### src/shared/msp_pkg.sv
// Constants shared by the metering SPI host port
package msp_pkg;

    // ==========================================================
    // Transaction framing
    localparam int unsigned CNT_W          = 7;
    localparam logic [6:0]  TXN_BITS       = 7'h40;
    localparam logic [6:0]  CNT_MAX        = 7'h7F;
    localparam logic [6:0]  ADDR_DONE_CNT  = 7'h1F;
    localparam logic [6:0]  STATUS_START   = 7'h20;
    localparam logic [6:0]  DATA_START     = 7'h28;
    localparam logic [6:0]  RST_LAST_CNT   = 7'h27;
    localparam logic [39:0] RESET_SEQ      = 40'hA2_0107_F9E6;
    localparam logic [14:0] SAFE_LIMIT     = 15'h00FF;

    // ==========================================================
    // Status byte field positions
    localparam int unsigned ST_PARITY      = 7;
    localparam int unsigned ST_OVERRUN     = 6;
    localparam int unsigned ST_UNDERRUN    = 5;
    localparam int unsigned ST_DATA_PAR    = 4;
    localparam int unsigned ST_MISMATCH    = 3;
    localparam int unsigned ST_BAD_COUNT   = 1;
    localparam int unsigned ST_BAD_ADDR    = 0;

    // ==========================================================
    // Register map, byte addresses
    localparam logic [7:0]  OFS_CTRL       = 8'h00;
    localparam logic [7:0]  OFS_IRQ_STAT   = 8'h04;
    localparam logic [7:0]  OFS_IRQ_MASK   = 8'h08;
    localparam logic [7:0]  OFS_SPI_STATUS = 8'h0C;
    localparam int unsigned CTRL_REDUNDANT = 0;
    localparam int unsigned CTRL_SAFE      = 1;
    localparam int unsigned EV_RESET_CMD   = 0;
    localparam int unsigned EV_TXN_ERROR   = 1;
    localparam int unsigned EV_WRITE_DONE  = 2;
    localparam logic [1:0]  CTRL_RST       = 2'h0;
    localparam logic [2:0]  IRQ_MASK_RST   = 3'h0;

endpackage : msp_pkg

### src/rtl/msp_host_port.sv
// SPI slave port giving an external host word access to the metering RAM
// Functional notes
// A framed transaction holds exactly 64 serial clocks, every field present.
// Transactions of any other length are rejected and perform no access; the code still reads the RAM for a read frame of 32 or more clocks.
// An address or direction error means no read or write happens.
// Surplus clocks after a read shift out zeros and flag an error.
// Surplus clocks after a write abort the write and flag an error.
// Status byte reports the previous transaction; its parity covers the byte sent.
// Restricted-window mode allows only addresses 0x00 to 0xFF.
// Native and redundant-command modes, chosen by firmware through a control bit.
// Redundant mode checks the address copy against the address before access.
// Byte sequence A2 01 07 F9 E6 resets the device, last bit ignored.
// Read frame: address, trailing 1, inverted address, trailing 0, four don't-care bytes.
// Write frame: address, trailing 0, reversed copy, trailing 1, pad byte, data.
// Even parity is computed for the data word and the status byte.
// Status bit 7 parity, bit 6 overrun, bit 5 underrun.
// Status bit 4 data parity, bit 3 mismatch, bit 2 reserved.
// Status bit 1 bad clock count, bit 0 out-of-window address.
// Input sampled on rising serial clock, output changes after falling edge.
// Reads send status then 24-bit data, MSB first, in the last four bytes.
// Transaction runs from chip select falling to rising; counting restarts each time.
`timescale 1ns/100ps

module msp_host_port (
    input  wire logic        clk,
    input  wire logic        sys_rst,
    input  wire logic        ce,
    input  wire logic        spi_sck,
    input  wire logic        chip_select_n,
    input  wire logic        spi_mosi,
    output logic             spi_miso,
    output logic             spi_miso_oe,
    output logic             dev_reset_req,
    output logic             irq,
    output logic             mem_req,
    output logic             mem_we,
    output logic [14:0]      mem_addr,
    output logic [23:0]      mem_wdata,
    input  wire logic        mem_ack,
    input  wire logic [23:0] mem_rdata,
    input  wire logic        hsel,
    input  wire logic [31:0] haddr,
    input  wire logic [1:0]  htrans,
    input  wire logic        hwrite,
    input  wire logic [2:0]  hsize,
    input  wire logic [31:0] hwdata,
    input  wire logic        hready,
    output logic             hreadyout,
    output logic             hresp,
    output logic [31:0]      hrdata
);

    typedef struct packed {
        logic [63:0] sr;
        logic [6:0]  cnt;
        logic        miso;
        logic        oe;
        logic [14:0] addr;
        logic        is_read;
        logic        mism;
        logic        bad_addr;
        logic        rd_want;
        logic        rd_ok;
        logic [23:0] rdata;
        logic        und;
        logic [6:0]  status;
        logic        rst_seen;
        logic        rst_pulse;
        logic        req;
        logic        we;
        logic [14:0] maddr;
        logic [23:0] wdata;
        logic [1:0]  ctrl;
        logic [2:0]  istat;
        logic [2:0]  imask;
        logic        wr_pend;
        logic [7:0]  woff;
        logic [31:0] hrdata;
    } msp_state_t;

    msp_state_t s_q;
    msp_state_t s_d;

    logic cs_n;
    logic cs_rise;
    logic cs_fall;
    logic sck_rise;
    logic sck_fall;
    logic mosi;
    logic sck_unused_lvl;
    logic mosi_unused_rise;
    logic mosi_unused_fall;

    // ==========================================================
    // Pin synchronisers
    msp_pin_sync #(
        .W       (3),
        .RST_VAL (3'h4)
    ) u_sync (
        .clk     (clk),
        .sys_rst (sys_rst),
        .ce      (ce),
        .din     ({chip_select_n, spi_sck, spi_mosi}),
        .lvl     ({cs_n, sck_unused_lvl, mosi}),
        .rise    ({cs_rise, sck_rise, mosi_unused_rise}),
        .fall    ({cs_fall, sck_fall, mosi_unused_fall})
    );

    // ==========================================================
    // Helpers
    function automatic logic [14:0] rev15(input logic [14:0] a);
        logic [14:0] r;
        r = '0;
        for (int i = 0; i < 15; i++)
            r[i] = a[14 - i];
        return r;
    endfunction : rev15

    function automatic logic out_bit(input logic [6:0] cnt, input logic [6:0] st,
                                     input logic [23:0] rd, input logic rd_valid);
        logic [7:0] sb;
        sb = {^st, st};
        if (cnt >= msp_pkg::STATUS_START && cnt < msp_pkg::DATA_START)
            return sb[3'(7'h27 - cnt)];
        else if (cnt >= msp_pkg::DATA_START && cnt < msp_pkg::TXN_BITS && rd_valid)
            return rd[5'(7'h3F - cnt)];
        return 1'h0;
    endfunction : out_bit

    // ==========================================================
    // Next state
    always_comb
    begin
        logic [31:0] fr;
        logic [14:0] a;
        logic        rd_dir;
        logic        dir_bad;
        logic        copy_bad;
        logic        ovr;
        logic        wr_ok;
        logic [2:0]  ev;
        logic [2:0]  clr;
        logic [6:0]  st;
        fr       = {s_q.sr[30:0], mosi};
        a        = fr[31:17];
        rd_dir   = fr[16];
        dir_bad  = (fr[16] == fr[0]);
        copy_bad = rd_dir ? (fr[15:1] != ~a) : (fr[15:1] != rev15(a));
        ovr      = 1'h0;
        wr_ok    = 1'h0;
        ev       = 3'h0;
        clr      = 3'h0;
        st       = 7'h00;
        s_d      = s_q;
        s_d.rst_pulse = 1'h0;
        s_d.wr_pend   = 1'h0;

        // Register write data phase
        if (s_q.wr_pend)
        begin
            unique case (s_q.woff)
                msp_pkg::OFS_CTRL:     s_d.ctrl  = hwdata[1:0];
                msp_pkg::OFS_IRQ_STAT: clr       = hwdata[2:0];
                msp_pkg::OFS_IRQ_MASK: s_d.imask = hwdata[2:0];
                default:               clr       = 3'h0;
            endcase
        end
        // Register address phase
        if (hsel && htrans[1] && hready)
        begin
            s_d.wr_pend = hwrite;
            s_d.woff    = haddr[7:0];
            if (!hwrite)
            begin
                unique case (haddr[7:0])
                    msp_pkg::OFS_CTRL:       s_d.hrdata = {30'h0000_0000, s_q.ctrl};
                    msp_pkg::OFS_IRQ_STAT:   s_d.hrdata = {29'h0000_0000, s_q.istat};
                    msp_pkg::OFS_IRQ_MASK:   s_d.hrdata = {29'h0000_0000, s_q.imask};
                    msp_pkg::OFS_SPI_STATUS: s_d.hrdata = {24'h00_0000, ^s_q.status, s_q.status};
                    default:                 s_d.hrdata = 32'h0000_0000;
                endcase
            end
        end

        // RAM port
        if (s_q.req && mem_ack)
        begin
            s_d.req = 1'h0;
            if (!s_q.we)
            begin
                s_d.rdata = mem_rdata;
                s_d.rd_ok = 1'h1;
            end
        end
        if (s_q.rd_want && !s_q.req)
        begin
            s_d.rd_want = 1'h0;
            s_d.req     = 1'h1;
            s_d.we      = 1'h0;
            s_d.maddr   = s_q.addr;
        end

        // Serial frame
        if (cs_fall)
        begin
            s_d.cnt      = 7'h00;
            s_d.miso     = 1'h0;
            s_d.oe       = 1'h1;
            s_d.is_read  = 1'h0;
            s_d.mism     = 1'h0;
            s_d.bad_addr = 1'h0;
            s_d.rd_ok    = 1'h0;
            s_d.rd_want  = 1'h0;
            s_d.und      = 1'h0;
            s_d.rst_seen = 1'h0;
        end
        else if (!cs_n && sck_rise)
        begin
            s_d.sr = {s_q.sr[62:0], mosi};
            if (s_q.cnt != msp_pkg::CNT_MAX)
                s_d.cnt = 7'(s_q.cnt + 7'h01);
            if (s_q.cnt == msp_pkg::RST_LAST_CNT && s_q.sr[38:0] == msp_pkg::RESET_SEQ[39:1])
            begin
                s_d.rst_seen  = 1'h1;
                s_d.rst_pulse = 1'h1;
                ev[msp_pkg::EV_RESET_CMD] = 1'h1;
            end
            if (s_q.cnt == msp_pkg::ADDR_DONE_CNT)
            begin
                s_d.addr     = a;
                s_d.is_read  = rd_dir;
                s_d.mism     = dir_bad || (s_q.ctrl[msp_pkg::CTRL_REDUNDANT] && copy_bad);
                s_d.bad_addr = s_q.ctrl[msp_pkg::CTRL_SAFE] && (a > msp_pkg::SAFE_LIMIT);
                s_d.rd_want  = rd_dir && !s_d.mism && !s_d.bad_addr;
            end
        end
        else if (!cs_n && sck_fall)
        begin
            if (s_q.cnt == msp_pkg::DATA_START && s_q.is_read && !s_q.mism && !s_q.bad_addr && !s_q.rd_ok)
                s_d.und = 1'h1;
            s_d.miso = out_bit(s_q.cnt, s_q.status, s_q.rdata,
                               s_q.is_read && s_q.rd_ok && !s_q.und);
        end
        else if (cs_rise)
        begin
            s_d.oe      = 1'h0;
            s_d.miso    = 1'h0;
            s_d.rd_want = 1'h0;
            wr_ok = (s_q.cnt == msp_pkg::TXN_BITS) && !s_q.is_read && !s_q.mism
                    && !s_q.bad_addr && !s_q.rst_seen;
            ovr   = wr_ok && s_q.req;
            st[msp_pkg::ST_OVERRUN]   = ovr;
            st[msp_pkg::ST_UNDERRUN]  = s_q.und;
            st[msp_pkg::ST_DATA_PAR]  = s_q.is_read ? (s_q.rd_ok && !s_q.und && ^s_q.rdata)
                                                    : ^s_q.sr[23:0];
            st[msp_pkg::ST_MISMATCH]  = s_q.mism;
            st[msp_pkg::ST_BAD_COUNT] = (s_q.cnt != msp_pkg::TXN_BITS);
            st[msp_pkg::ST_BAD_ADDR]  = s_q.bad_addr;
            s_d.status = s_q.rst_seen ? 7'h00 : st;
            if (wr_ok && !ovr)
            begin
                s_d.req   = 1'h1;
                s_d.we    = 1'h1;
                s_d.maddr = s_q.addr;
                s_d.wdata = s_q.sr[23:0];
                ev[msp_pkg::EV_WRITE_DONE] = 1'h1;
            end
            ev[msp_pkg::EV_TXN_ERROR] = (s_d.status != 7'h00);
        end

        // Sticky events, set wins over clear
        s_d.istat = (s_q.istat & ~clr) | ev;
    end

    always_ff @(posedge clk)
    begin
        if (sys_rst)
        begin
            s_q       <= '0;
            s_q.ctrl  <= msp_pkg::CTRL_RST;
            s_q.imask <= msp_pkg::IRQ_MASK_RST;
        end
        else if (ce)
            s_q <= s_d;
    end

    assign spi_miso      = s_q.miso;
    assign spi_miso_oe   = s_q.oe;
    assign dev_reset_req = s_q.rst_pulse;
    assign irq           = |(s_q.istat & s_q.imask);
    assign mem_req       = s_q.req;
    assign mem_we        = s_q.we;
    assign mem_addr      = s_q.maddr;
    assign mem_wdata     = s_q.wdata;
    assign hreadyout     = 1'h1;
    assign hresp         = 1'h0;
    assign hrdata        = s_q.hrdata;
endmodule : msp_host_port

### src/rtl/msp_pin_sync.sv
// Two-stage pin synchroniser with edge detection
`timescale 1ns/100ps

module msp_pin_sync #(
    parameter int unsigned W       = 1,
    parameter logic [W-1:0] RST_VAL = '0
) (
    input  wire logic         clk,
    input  wire logic         sys_rst,
    input  wire logic         ce,
    input  wire logic [W-1:0] din,
    output logic      [W-1:0] lvl,
    output logic      [W-1:0] rise,
    output logic      [W-1:0] fall
);

    typedef struct packed {
        logic [W-1:0] s1;
        logic [W-1:0] s2;
        logic [W-1:0] s3;
    } msp_sync_t;

    msp_sync_t s_q;
    msp_sync_t s_d;

    always_comb
    begin
        s_d = s_q;
        if (ce)
        begin
            s_d.s1 = din;
            s_d.s2 = s_q.s1;
            s_d.s3 = s_q.s2;
        end
    end

    always_ff @(posedge clk)
    begin
        if (sys_rst)
            s_q <= {RST_VAL, RST_VAL, RST_VAL};
        else
            s_q <= s_d;
    end

    assign lvl  = s_q.s2;
    assign rise = s_q.s2 & ~s_q.s3;
    assign fall = ~s_q.s2 & s_q.s3;

endmodule : msp_pin_sync

### config.mk
export PLATFORM = sky130hd
export DESIGN_NAME = msp_host_port
export DESIGN_NICKNAME = d
export VERILOG_FILES = /design/src/shared/msp_pkg.sv /design/src/rtl/msp_host_port.sv /design/src/rtl/msp_pin_sync.sv
export SDC_FILE = /design/constraint.sdc
export NUM_CORES = 1
export LEC_CHECK = 0
export ABC_CLOCK_PERIOD_IN_PS = 2900
export BUFFER_PORTS_ARGS = -buffer_cell sky130_fd_sc_hd__buf_2
export CAP_MARGIN = 10
export CORE_ASPECT_RATIO = 0.7
export CORE_UTILIZATION = 55
export CTS_CLUSTER_DIAMETER = 30
export CTS_CLUSTER_SIZE = 25
export DETAILED_ROUTE_END_ITERATION = 10
export GPL_ROUTABILITY_DRIVEN = 0
export GPL_TIMING_DRIVEN = 0
export PLACE_DENSITY = 0.88
export SYNTH_ARGS = -nofsm -noshare
export SYNTH_HDL_FRONTEND = slang
export SYNTH_SLANG_ARGS = --single-unit
### constraint.sdc
create_clock -name clk -period 2.9 [get_ports clk]
set_input_delay 0.145 -clock clk [delete_from_list [all_inputs] [get_ports clk]]
set_output_delay 0.145 -clock clk [all_outputs]
set_load 0.02 [all_outputs]
After elaboration in Yosys (flattened, before gate mapping)
Cells that the tools add are included.

Flip-flop bits (word level): 201. Bits in latches: 0. Memory bits (writable): 0. ROM bits: 0. Input bits: 103. Output and inout port bits: 79. Word-level logic and storage cells: 202. Memories: 0.

Add/sub/neg operators: 3. $mul: 0. Divide/modulo/power cells: 0. Magnitude comparators: 7. Equal/unequal tests: 18. Shift-type cells: 0. Muxes and demuxes: 60. Bitwise gates (word level): 14. Reduce and logical (&&, ||, !) cells: 72.

Operators with widths (count): 41-bit 2-to-1 mux (5); 25-bit 2-to-1 mux (2); 24-bit XOR reduction (2); 42-bit 2-to-1 mux (1); 39-bit equality test, second input constant (1); 7-bit 2-to-1 mux (5); 32-bit 2-to-1 mux (1); 8-bit one-hot mux with 4 select lines (1); 15-bit inequality test (2); 3-bit AND reduction (10); 1-bit logical AND (28); 1-bit 2-to-1 mux (27); 8-bit by 4-bit equality test with 1-bit output, second input constant (3); 17-bit 2-to-1 mux (1); 8-bit by 3-bit equality test with 1-bit output, second input constant (2); 8-bit zero test (2); 2-bit nonzero test (8); 15-bit by 8-bit greater-than comparator with 1-bit output, second input constant (1); 15-bit inverter (1); 7-bit by 6-bit equality test with 1-bit output, second input constant (2); 7-bit by 6-bit >= comparator with 1-bit output, second input constant (2); 2-bit 2-to-1 mux (7); 7-bit inequality test, second input constant (2); 3-bit AND (4); 30 further kinds (54).

Longest topological paths before layout
Gate-level depths: netlist of the first run.

Depth after elaboration: 14. Gate-level depth with buffers: 12. Depth with buffers taken out: 9.

Cells and area by module
Synthesis of the first run repeated with hierarchy kept, for this count alone.

Cells, all modules: 1058. Area total of the unflattened synthesis: 8665.8 um^2.

By module, submodules not included: msp_host_port (instances 1, cells an instance 1020, area an instance 8279.2 um^2, sequential area each 3343.2 um^2); msp_pin_sync (instances 1, cells an instance 38, area an instance 386.6 um^2, sequential area each 180.2 um^2).

Worst setup path after synthesis of the first run
OpenSTA, ideal clock, no wires.

Path kind: register -> register. From: register u_sync.s_q (netlist bit u_sync.lvl[2]). To: register s_q (netlist bit mem_addr[14]). Setup time: 0.134 ns. Arrival: 2.359 ns. Setup slack: 0.407 ns. Stages on the path, launching flop included: 13. Period minus slack after synthesis: 2.493 ns. Cells stage by stage: dfxtp_1 > inv_1 > ha_1 > nor2b_1 > o211ai_1 > or2_1 > or4_1 > buf_2 > and2_4 > buf_6 > buf_6 > nand2_1 > a21oi_1.

Elaborated cells on any way between the ends: 10. Classes of those cells: mux (4); bitwise (3); reduce/logical (3).

RTL lines: start: declaration (RTL line msp_pin_sync.sv:23) `msp_sync_t s_q;`; start signal: assignment (RTL line msp_pin_sync.sv:40) `s_q <= {RST_VAL, RST_VAL, RST_VAL};`; 3-bit inverter (RTL line msp_pin_sync.sv:47) `assign fall = ~s_q.s2 & s_q.s3;`; 3-bit AND (RTL line msp_pin_sync.sv:47); named net cs_fall (RTL line msp_host_port.sv:86) `logic cs_fall;`; 42-bit 2-to-1 mux (RTL line msp_host_port.sv:204) `if (cs_fall)`; end: declaration (RTL line msp_host_port.sv:81) `msp_state_t s_q;`.

The timed path passes the listed nets, and every way through them passes these cells. A chain may end at the register's enable or synchronous reset.

Worst setup path in the final report of the first run
From: register s_q[168] (netlist name). To: register s_q[125] (netlist name).

Cells in the longest elaborated chain, start to end: 9. Elaborated cells on any way between the ends: 10. Classes of those cells: eq/ne (1); mux (4); reduce/logical (5).

Ends and longest elaborated chain: 1-bit 2-to-1 mux (RTL line msp_host_port.sv:148) `copy_bad = rd_dir ? (fr[15:1] != ~a) : (fr[15:1] != rev15(a));`; 1-bit logical AND (RTL line msp_host_port.sv:232) `s_d.mism = dir_bad || (s_q.ctrl[msp_pkg::CTRL_REDUNDANT] && copy_bad);`; 1-bit logical OR (RTL line msp_host_port.sv:232); 1-bit zero test (RTL line msp_host_port.sv:234) `s_d.rd_want = rd_dir && !s_d.mism && !s_d.bad_addr;`; 1-bit logical AND * (2 in a row) (RTL line msp_host_port.sv:234); 4-bit 2-to-1 mux * (RTL line msp_host_port.sv:228) `if (s_q.cnt == msp_pkg::ADDR_DONE_CNT)`; 1-bit 2-to-1 mux * (RTL line msp_host_port.sv:217) `else if (!cs_n && sck_rise)`; 4-bit 2-to-1 mux * (RTL line msp_host_port.sv:204).

Mark *: on every way between the ends. The rest lies on a longest branch, timed or not. The select of a mux whose other input is x is not followed.

==> implementation parameters, run 1 <==
Parameter                              Value

Run status
  Outcome    finished clean

STA
  Worst-Margin Slew    758 ps
  Slew margin rel.    49.5%
  Final period utilization    96.6%
  Setup TNS after final layout    0 ps
  Final Skew    13.6 ps
  Fmax    357 MHz
  Final Hold Fails    0
  Setup repair after global routing missed its margin    no
  Final number of setup-violating endpoints    0
  Max-slew violations    0
  Shortest clock period the worst path allows after layout    2800 ps

Clocking
  Clock latency reported for the late side of the worst-skew pair    440 ps
  Maximum buffer depth of the clock tree    2
  H-Tree Level Count    4
  Clock buffer count from CTS    17
  CTS tree    done
  Num Clock Sinks    175
  Clock-pin slew reported for the worst setup and hold paths after clock tree synthesis    60 ps
  CTS root buffer    sky130_fd_sc_hd__clkbuf_16

Logic synthesis
  Main combinational cell family by area after synthesis    simple AND/OR/NAND/NOR gates
  Number of enable-type register cells in the synthesized netlist    0
  Commonest cells in the synthesized netlist    sky130_fd_sc_hd__nand2_1, sky130_fd_sc_hd__dfxtp_1, sky130_fd_sc_hd__a21oi_1
  Post-Synthesis Cells    1071
  Biggest area contributors in the synthesized netlist    sky130_fd_sc_hd__dfxtp_1, sky130_fd_sc_hd__nand2_1, sky130_fd_sc_hd__a21oi_1
  Count of warnings emitted by yosys    0
  Post-synth cell types    59
  Share of Yosys cell area claimed by the top area cell type    40.9%
  FF+latch count, synth    175
  Area fraction in and, or, nand and nor cells after synthesis    22.3%
  Synthesized area    8580 µm²
  Async set or reset register ratio after synthesis    0%
  Register area share after synthesis    40.9%
  Syn_area_per_cell    8.01 µm²
  Post-synthesis share of cell area spent on xor and xnor gates    4.90%
  Cell type with the largest total area after synthesis    sky130_fd_sc_hd__dfxtp_1
  Leading cell type by number of instances after synthesis    sky130_fd_sc_hd__nand2_1
  Portion of netlist area occupied by mux cells    4.39%
  Dominant register cell in the synthesized netlist    sky130_fd_sc_hd__dfxtp_1
  Compound-Gate Fraction of Synth Area    14.1%
  Post-synthesis share of cell area spent on full adders, half adders and majority gates    2.77%

GRT
  Tot GR Track Use    28.4%
  Wire length of the first global-routing pass    35.9 mm
  Global-route layer with the greatest usage    met2
  Met3 track demand over resource in global routing    8.28%
  Antenna violations before repair    0
  Vias in the first global route    7325
  Met2 Track Usage GR    44.1%
  Met1 Track Usage GR    38.3%
  Total congestion overflow after global routing    0
  Largest net degree at the start of global routing    17

Min path
  Worst hold path class    primary input to flop
  Number of cells on the worst hold path    3
  Hold endpoint    s_q[40]
  Launch point of the worst hold path    hwrite

Die
  Height of the die    106 µm
  Core region area    15000 µm²
  Top-Level Pins    182
  Standard-cell rows    37
  DIE WIDTH    151 µm
  Area of the die    16100 µm²
  Initial Utilization    57.4%

Run
  Max Cap Violations    0

Cells and area
  Ratio of cells with drive above 1 in the final layout    18.8%
  Area Growth Syn to Fin    20.3%
  Antenna diode instance count    0
  Count of fill cells added during filler insertion    1194
  Non-filler cells, final    1454
  Final nets    1368
  Final core area utilization    69.0%

Worst setup path
  Worst reg-to-reg path cell count    9
  Required time reported for the critical path endpoint    3220 ps
  Critical path endpoint category    flop
  Setup slack on the worst flop-to-flop path    100 ps
  R2R Path Start    s_q[168]
  FF-to-FF End    s_q[125]
  CP Max Fanout    10
  Arrival time reported for the critical path endpoint    3120 ps
  Startpoint type of the worst setup path    flop
  Crit Path Class    flop to flop

Place
  Half-perimeter wire length of the detailed placement result    15.7 mm
  Placed insts    1387
  Port bufs    97

Routing
  Drt first pass iters    7
  DRC    0
  Via count of the routed design    7912
  Initial drt markers    595
  Final WL    22.2 mm
  Number of nets still failing antenna checks after routing    0
  Routed wirelength normalized by instance count    15.3 µm
  DR vias/cell    5.44

Pwr
  Highest ir drop seen on vdd    0.362 mV
  Leak pwr    4.01 nW
  Pwr/cell area    469 nW/µm²
how the worst max path moves through the flow:
stage                    endpoint  slack [ps]           from
floorplan            mem_addr[14]         410  u_sync.lvl[2]
global placement    mem_wdata[17]          70       s_q[147]
global route         mem_addr[13]           8  u_sync.lvl[2]
CTS                  mem_addr[13]          20       s_q[146]
detailed placement   mem_wdata[5]         -30       s_q[147]
finish                   s_q[125]         100       s_q[168]
logic make-up (layout without fill, tap and decap cells):
| logic type | Yosys count | in the layout |
|---|---|---|
| AND/OR/NAND/NOR | 426 | 426 |
| AO/OA/AOI/OAI | 214 | 214 |
| flip-flops | 175 | 175 |
| buffers and inverters | 162 | 326 |
| XOR/XNOR | 48 | 48 |
| multiplexers | 25 | 25 |
| adder cells (fa/ha/maj) | 19 | 19 |
| other | 2 | 26 |
repair_timing:
action                     in CTS  in global routing
hold endpoints to repair       34                  0
setup endpoints to repair      12                 34
gates resized for setup         2                  6
buffers inserted                0                  1
gates cloned                    0                  0
pin swaps                       0                  2
hold buffers                   34                  0
report_power, final:
part | switching (mW) | internal, mW | leakage, nW
clock | 0.987 | 1.17 | 0.262
combinational | 0.152 | 0.111 | 2.34
sequential | 0.0102 | 2.41 | 1.41
total | 1.15 | 3.69 | 4.01
per-stage QoR:
step                setup slack, ps  total power [mW]  area (µm²)  hold slack (ps)
floorplan                       407              2.62        8670              273
global placement               72.4              2.69        9400              362
detailed placement            -32.7              2.70        9400              376
CTS                            18.2              4.85       10300            0.990
global route                   7.83              4.97       10300             8.46
finish                          100              4.84       10300             8.63
worst max-delay path: stages (launching register included):
cell and delay (ps):
sky130_fd_sc_hd__dfxtp_1 350, sky130_fd_sc_hd__clkbuf_1 300, sky130_fd_sc_hd__buf_4 240, sky130_fd_sc_hd__buf_2 270, sky130_fd_sc_hd__o21ai_0 150, sky130_fd_sc_hd__o311ai_0 140
sky130_fd_sc_hd__nand4_1 170, sky130_fd_sc_hd__o41ai_1 580, sky130_fd_sc_hd__a21oi_1 140, sky130_fd_sc_hd__o41ai_1 350
registers in the layout, indices dropped and copies added, names as in the netlist:
signal and cells:
u_sync.s_q 5, mem_addr 15, spi_miso_oe 1, mem_req 1
mem_we 1, dev_reset_req 1, s_q 115, spi_miso 1
hrdata 8, mem_wdata 24, u_sync.lvl 3
routing by layer:
layer / share of wire, % / wire, µm / vias up
li1: - / - / 3856
met1: 45 / 9990 / 3705
met2: 45 / 9880 / 330
met3: 9.3 / 2060 / 21
met4: 1.2 / 263 / 0
met5: 0 / 0 / -
cell type report:
type / instances / area (µm²) / area share [%]
clock inverter: 11 / 80.1 / 0.776
buffer: 147 / 865 / 8.38
multi-input combinational: 758 / 4260 / 41.3
timing repair buffer: 132 / 833 / 8.08
sequential: 175 / 3510 / 34.0
inverter: 15 / 56.3 / 0.546
tap: 195 / 244 / 2.36
clock buffer: 21 / 470 / 4.56
layout by cell type (no fill, tap or decap), types with 9 or more instances in the layout:
cell                            instances
sky130_fd_sc_hd__mux4_2                10
sky130_fd_sc_hd__o21ai_0               17
sky130_fd_sc_hd__inv_1                 15
sky130_fd_sc_hd__xnor2_1               40
sky130_fd_sc_hd__dfxtp_1              174
sky130_fd_sc_hd__nor2_1                50
sky130_fd_sc_hd__clkbuf_1              53
sky130_fd_sc_hd__nand4_1                9
sky130_fd_sc_hd__clkbuf_16             17
sky130_fd_sc_hd__buf_4                 76
sky130_fd_sc_hd__mux2i_1               14
sky130_fd_sc_hd__a22oi_1               12
sky130_fd_sc_hd__ha_1                  19
sky130_fd_sc_hd__a21oi_1              151
sky130_fd_sc_hd__nand2_1              279
sky130_fd_sc_hd__buf_2                105
sky130_fd_sc_hd__nor3_1                16
sky130_fd_sc_hd__conb_1                26
sky130_fd_sc_hd__nor4bb_1               9
sky130_fd_sc_hd__dlygate4sd3_1         34
(Power assumes the default switching activity.)
==> run 2, diff against run 1 <==
- MAX_ROUTING_LAYER: unset -> met4
==> implementation parameters, run 2 (same netlist as run 1, synthesis figures left out) <==
Parameter                              Value

Routing
  Routed wirelength normalized by instance count    15.3 µm (about the same)
  Via count of the routed design    7913 (was 7912)
  Number of nets still failing antenna checks after routing    0 (unchanged)
  Initial drt markers    586 (was 595)
  Final WL    22.2 mm (about the same)
  DRC    0 (unchanged)
  DR vias/cell    5.44 (about the same)
  Drt first pass iters    6 (was 7)

GRT
  Antenna violations before repair    0 (unchanged)
  Vias in the first global route    7333 (was 7325)
  Largest net degree at the start of global routing    17 (unchanged)
  Tot GR Track Use    29.2% (was 28.4%)
  Wire length of the first global-routing pass    35.9 mm (about the same)
  Total congestion overflow after global routing    0 (unchanged)

Clocking
  CTS tree    done (unchanged)
  CTS root buffer    sky130_fd_sc_hd__clkbuf_16 (unchanged)
  Clock buffer count from CTS    17 (unchanged)
  Num Clock Sinks    175 (unchanged)
  Maximum buffer depth of the clock tree    2 (unchanged)
  H-Tree Level Count    4 (unchanged)
  Clock latency reported for the late side of the worst-skew pair    440 ps (about the same)
  Clock-pin slew reported for the worst setup and hold paths after clock tree synthesis    70 ps (was 60 ps)

Die
  Standard-cell rows    37 (unchanged)
  DIE WIDTH    151 µm (unchanged)
  Core region area    15000 µm² (unchanged)
  Initial Utilization    57.4% (unchanged)
  Height of the die    106 µm (unchanged)
  Area of the die    16100 µm² (unchanged)
  Top-Level Pins    182 (unchanged)

Cells and area
  Register ranked first by flip-flop count    s_q (unchanged)
  Area Growth Syn to Fin    20.3% (unchanged)
  Ratio of cells with drive above 1 in the final layout    18.8% (unchanged)
  Final nets    1368 (unchanged)
  Commonest cells after routing, fill and taps aside    sky130_fd_sc_hd__nand2_1, sky130_fd_sc_hd__dfxtp_1, sky130_fd_sc_hd__a21oi_1, sky130_fd_sc_hd__buf_2, sky130_fd_sc_hd__buf_4 (unchanged)
  Antenna diode instance count    0 (unchanged)
  Number of flip-flops under the largest register name    115 (unchanged)
  Count of fill cells added during filler insertion    1194 (unchanged)
  Final instance area    10300 µm² (unchanged)
  Most frequent standard cell in the layout excluding fill and tap cells    sky130_fd_sc_hd__nand2_1 (unchanged)

Worst setup path
  Crit path max-delay cell type    sky130_fd_sc_hd__or4_1 (was sky130_fd_sc_hd__o41ai_1)
  CP Max Fanout    10 (unchanged)
  Slowest stage delay, CP    480 ps (was 580 ps)
  Required time reported for the critical path endpoint    3180 ps (was 3220 ps)
  Arrival time reported for the critical path endpoint    3050 ps (was 3120 ps)
  Cell occurring most often along the worst timing path    sky130_fd_sc_hd__buf_6 (was sky130_fd_sc_hd__o41ai_1)
  Buffers and inverters on the worst path    4 (was 3)
  Critical path endpoint category    flop (unchanged)
  List of cells traversed by the critical path    inv_1 > ha_1 > nor2b_1 > o211ai_1 > or2_4 > or4_1 > clkbuf_4 > and2_4 > buf_6 > buf_6 > nand2_1 > a21oi_1 (was clkbuf_1 > buf_4 > buf_2 > o21ai_0 > o311ai_0 > nand4_1 > o41ai_1 > a21oi_1 > o41ai_1)
  Crit Path Class    flop to flop (unchanged)
  Startpoint type of the worst setup path    flop (unchanged)
  Crit-path leading delay family    simple AND/OR/NAND/NOR gates (was compound AO/OA/AOI/OAI gates)

STA
  Final Skew    14.8 ps (was 13.6 ps)
  Setup repair after global routing missed its margin    no (unchanged)
  Slew margin rel.    45.9% (was 49.5%)
  Fmax    362 MHz (was 357 MHz)
  Final period utilization    95.3% (was 96.6%)
  Shortest clock period the worst path allows after layout    2760 ps (was 2800 ps)
  Worst-Margin Slew    812 ps (was 758 ps)
  Max-slew violations    0 (unchanged)
  Final hold slack    12.4 ps (was 8.63 ps)
  Final number of setup-violating endpoints    0 (unchanged)
  Final Hold Fails    0 (unchanged)

Run status
  Outcome    finished clean (unchanged)

Min path
  Worst hold path class    primary input to flop (unchanged)

Pwr
  Leak pwr    4.01 nW (unchanged)
  Highest ir drop seen on vdd    0.361 mV (was 0.362 mV)
  Pwr/cell area    469 nW/µm² (about the same)

Place
  Port bufs    97 (unchanged)
  Post-DP Area    9400 µm² (unchanged)
  Half-perimeter wire length of the detailed placement result    15.7 mm (unchanged)

Run
  Max Cap Violations    0 (unchanged)
[run 2: where the power goes]
group	internal [mW]	switching, mW	leakage, nW
logic	0.111	0.152	2.34
registers	2.41	0.0101	1.41
clock network	1.17	0.986	0.262
total	3.69	1.15	4.01
[run 2: layout make-up]
type                    instances  area, µm²  area share [%]
plain buffers                 147        865            8.38
flip-flops and latches        175       3510            34.0
clock inverters                11       80.1           0.776
multi-input cells             758       4260            41.3
well taps                     195        244            2.36
repair buffers                132        833            8.08
clock buffers                  21        470            4.56
inverters                      15       56.3           0.546
[run 2: worst min-delay path: cells and delay by family]
family	cells	cell delay, ps
AOI/OAI and AO/OA	1	70
buffers and inverters	1	100
and+or+nand+nor	1	100
[run 2: final timing paths]
check	endpoint	slack, ps	start	cells after the start
hold reg to reg	mem_addr[0]	450	mem_addr[0]	2
hold / removal	s_q[40]	10	hwrite	3
setup / recovery	mem_addr[14]	140	u_sync.lvl[2]	12
setup reg to reg	mem_addr[14]	140	u_sync.lvl[2]	12
[run 2: per-stage QoR]
| stage | worst slack [ps] | utilization (%) | power [mW] | TNS (ps) | std cells |
|---|---|---|---|---|---|
| final | 137 | 69.0 | 4.84 | 0 | 1454 |
| after global routing | 8.03 | 69.0 | 4.97 | 0 | 1454 |
| after CTS | 18.2 | 68.9 | 4.85 | 0 | 1453 |
| after detailed placement | -32.7 | 62.8 | 2.70 | -123 | 1387 |
| after global placement | 72.4 | 62.8 | 2.69 | 0 | 1387 |
| after floorplan | 407 | - | 2.62 | 0 | 1095 |
[run 2: repair_timing]
action                                  CTS  global route
hold endpoints to repair                 34             0
resized for setup                         2             6
endpoints found under the setup margin   12            34
buffers inserted                          0             1
hold buffers                             34             0
cloned                                    0             0
pin swaps                                 0             2
[run 2: routing by layer]
| layer | up-vias | wire, µm | track usage (%) |
|---|---|---|---|
| met5 | - | 0 | - |
| met4 | 0 | 310 | 7.21 |
| met3 | 39 | 2090 | 7.98 |
| met2 | 331 | 9720 | 44.1 |
| met1 | 3695 | 10100 | 38.5 |
| li1 | 3848 | - | - |
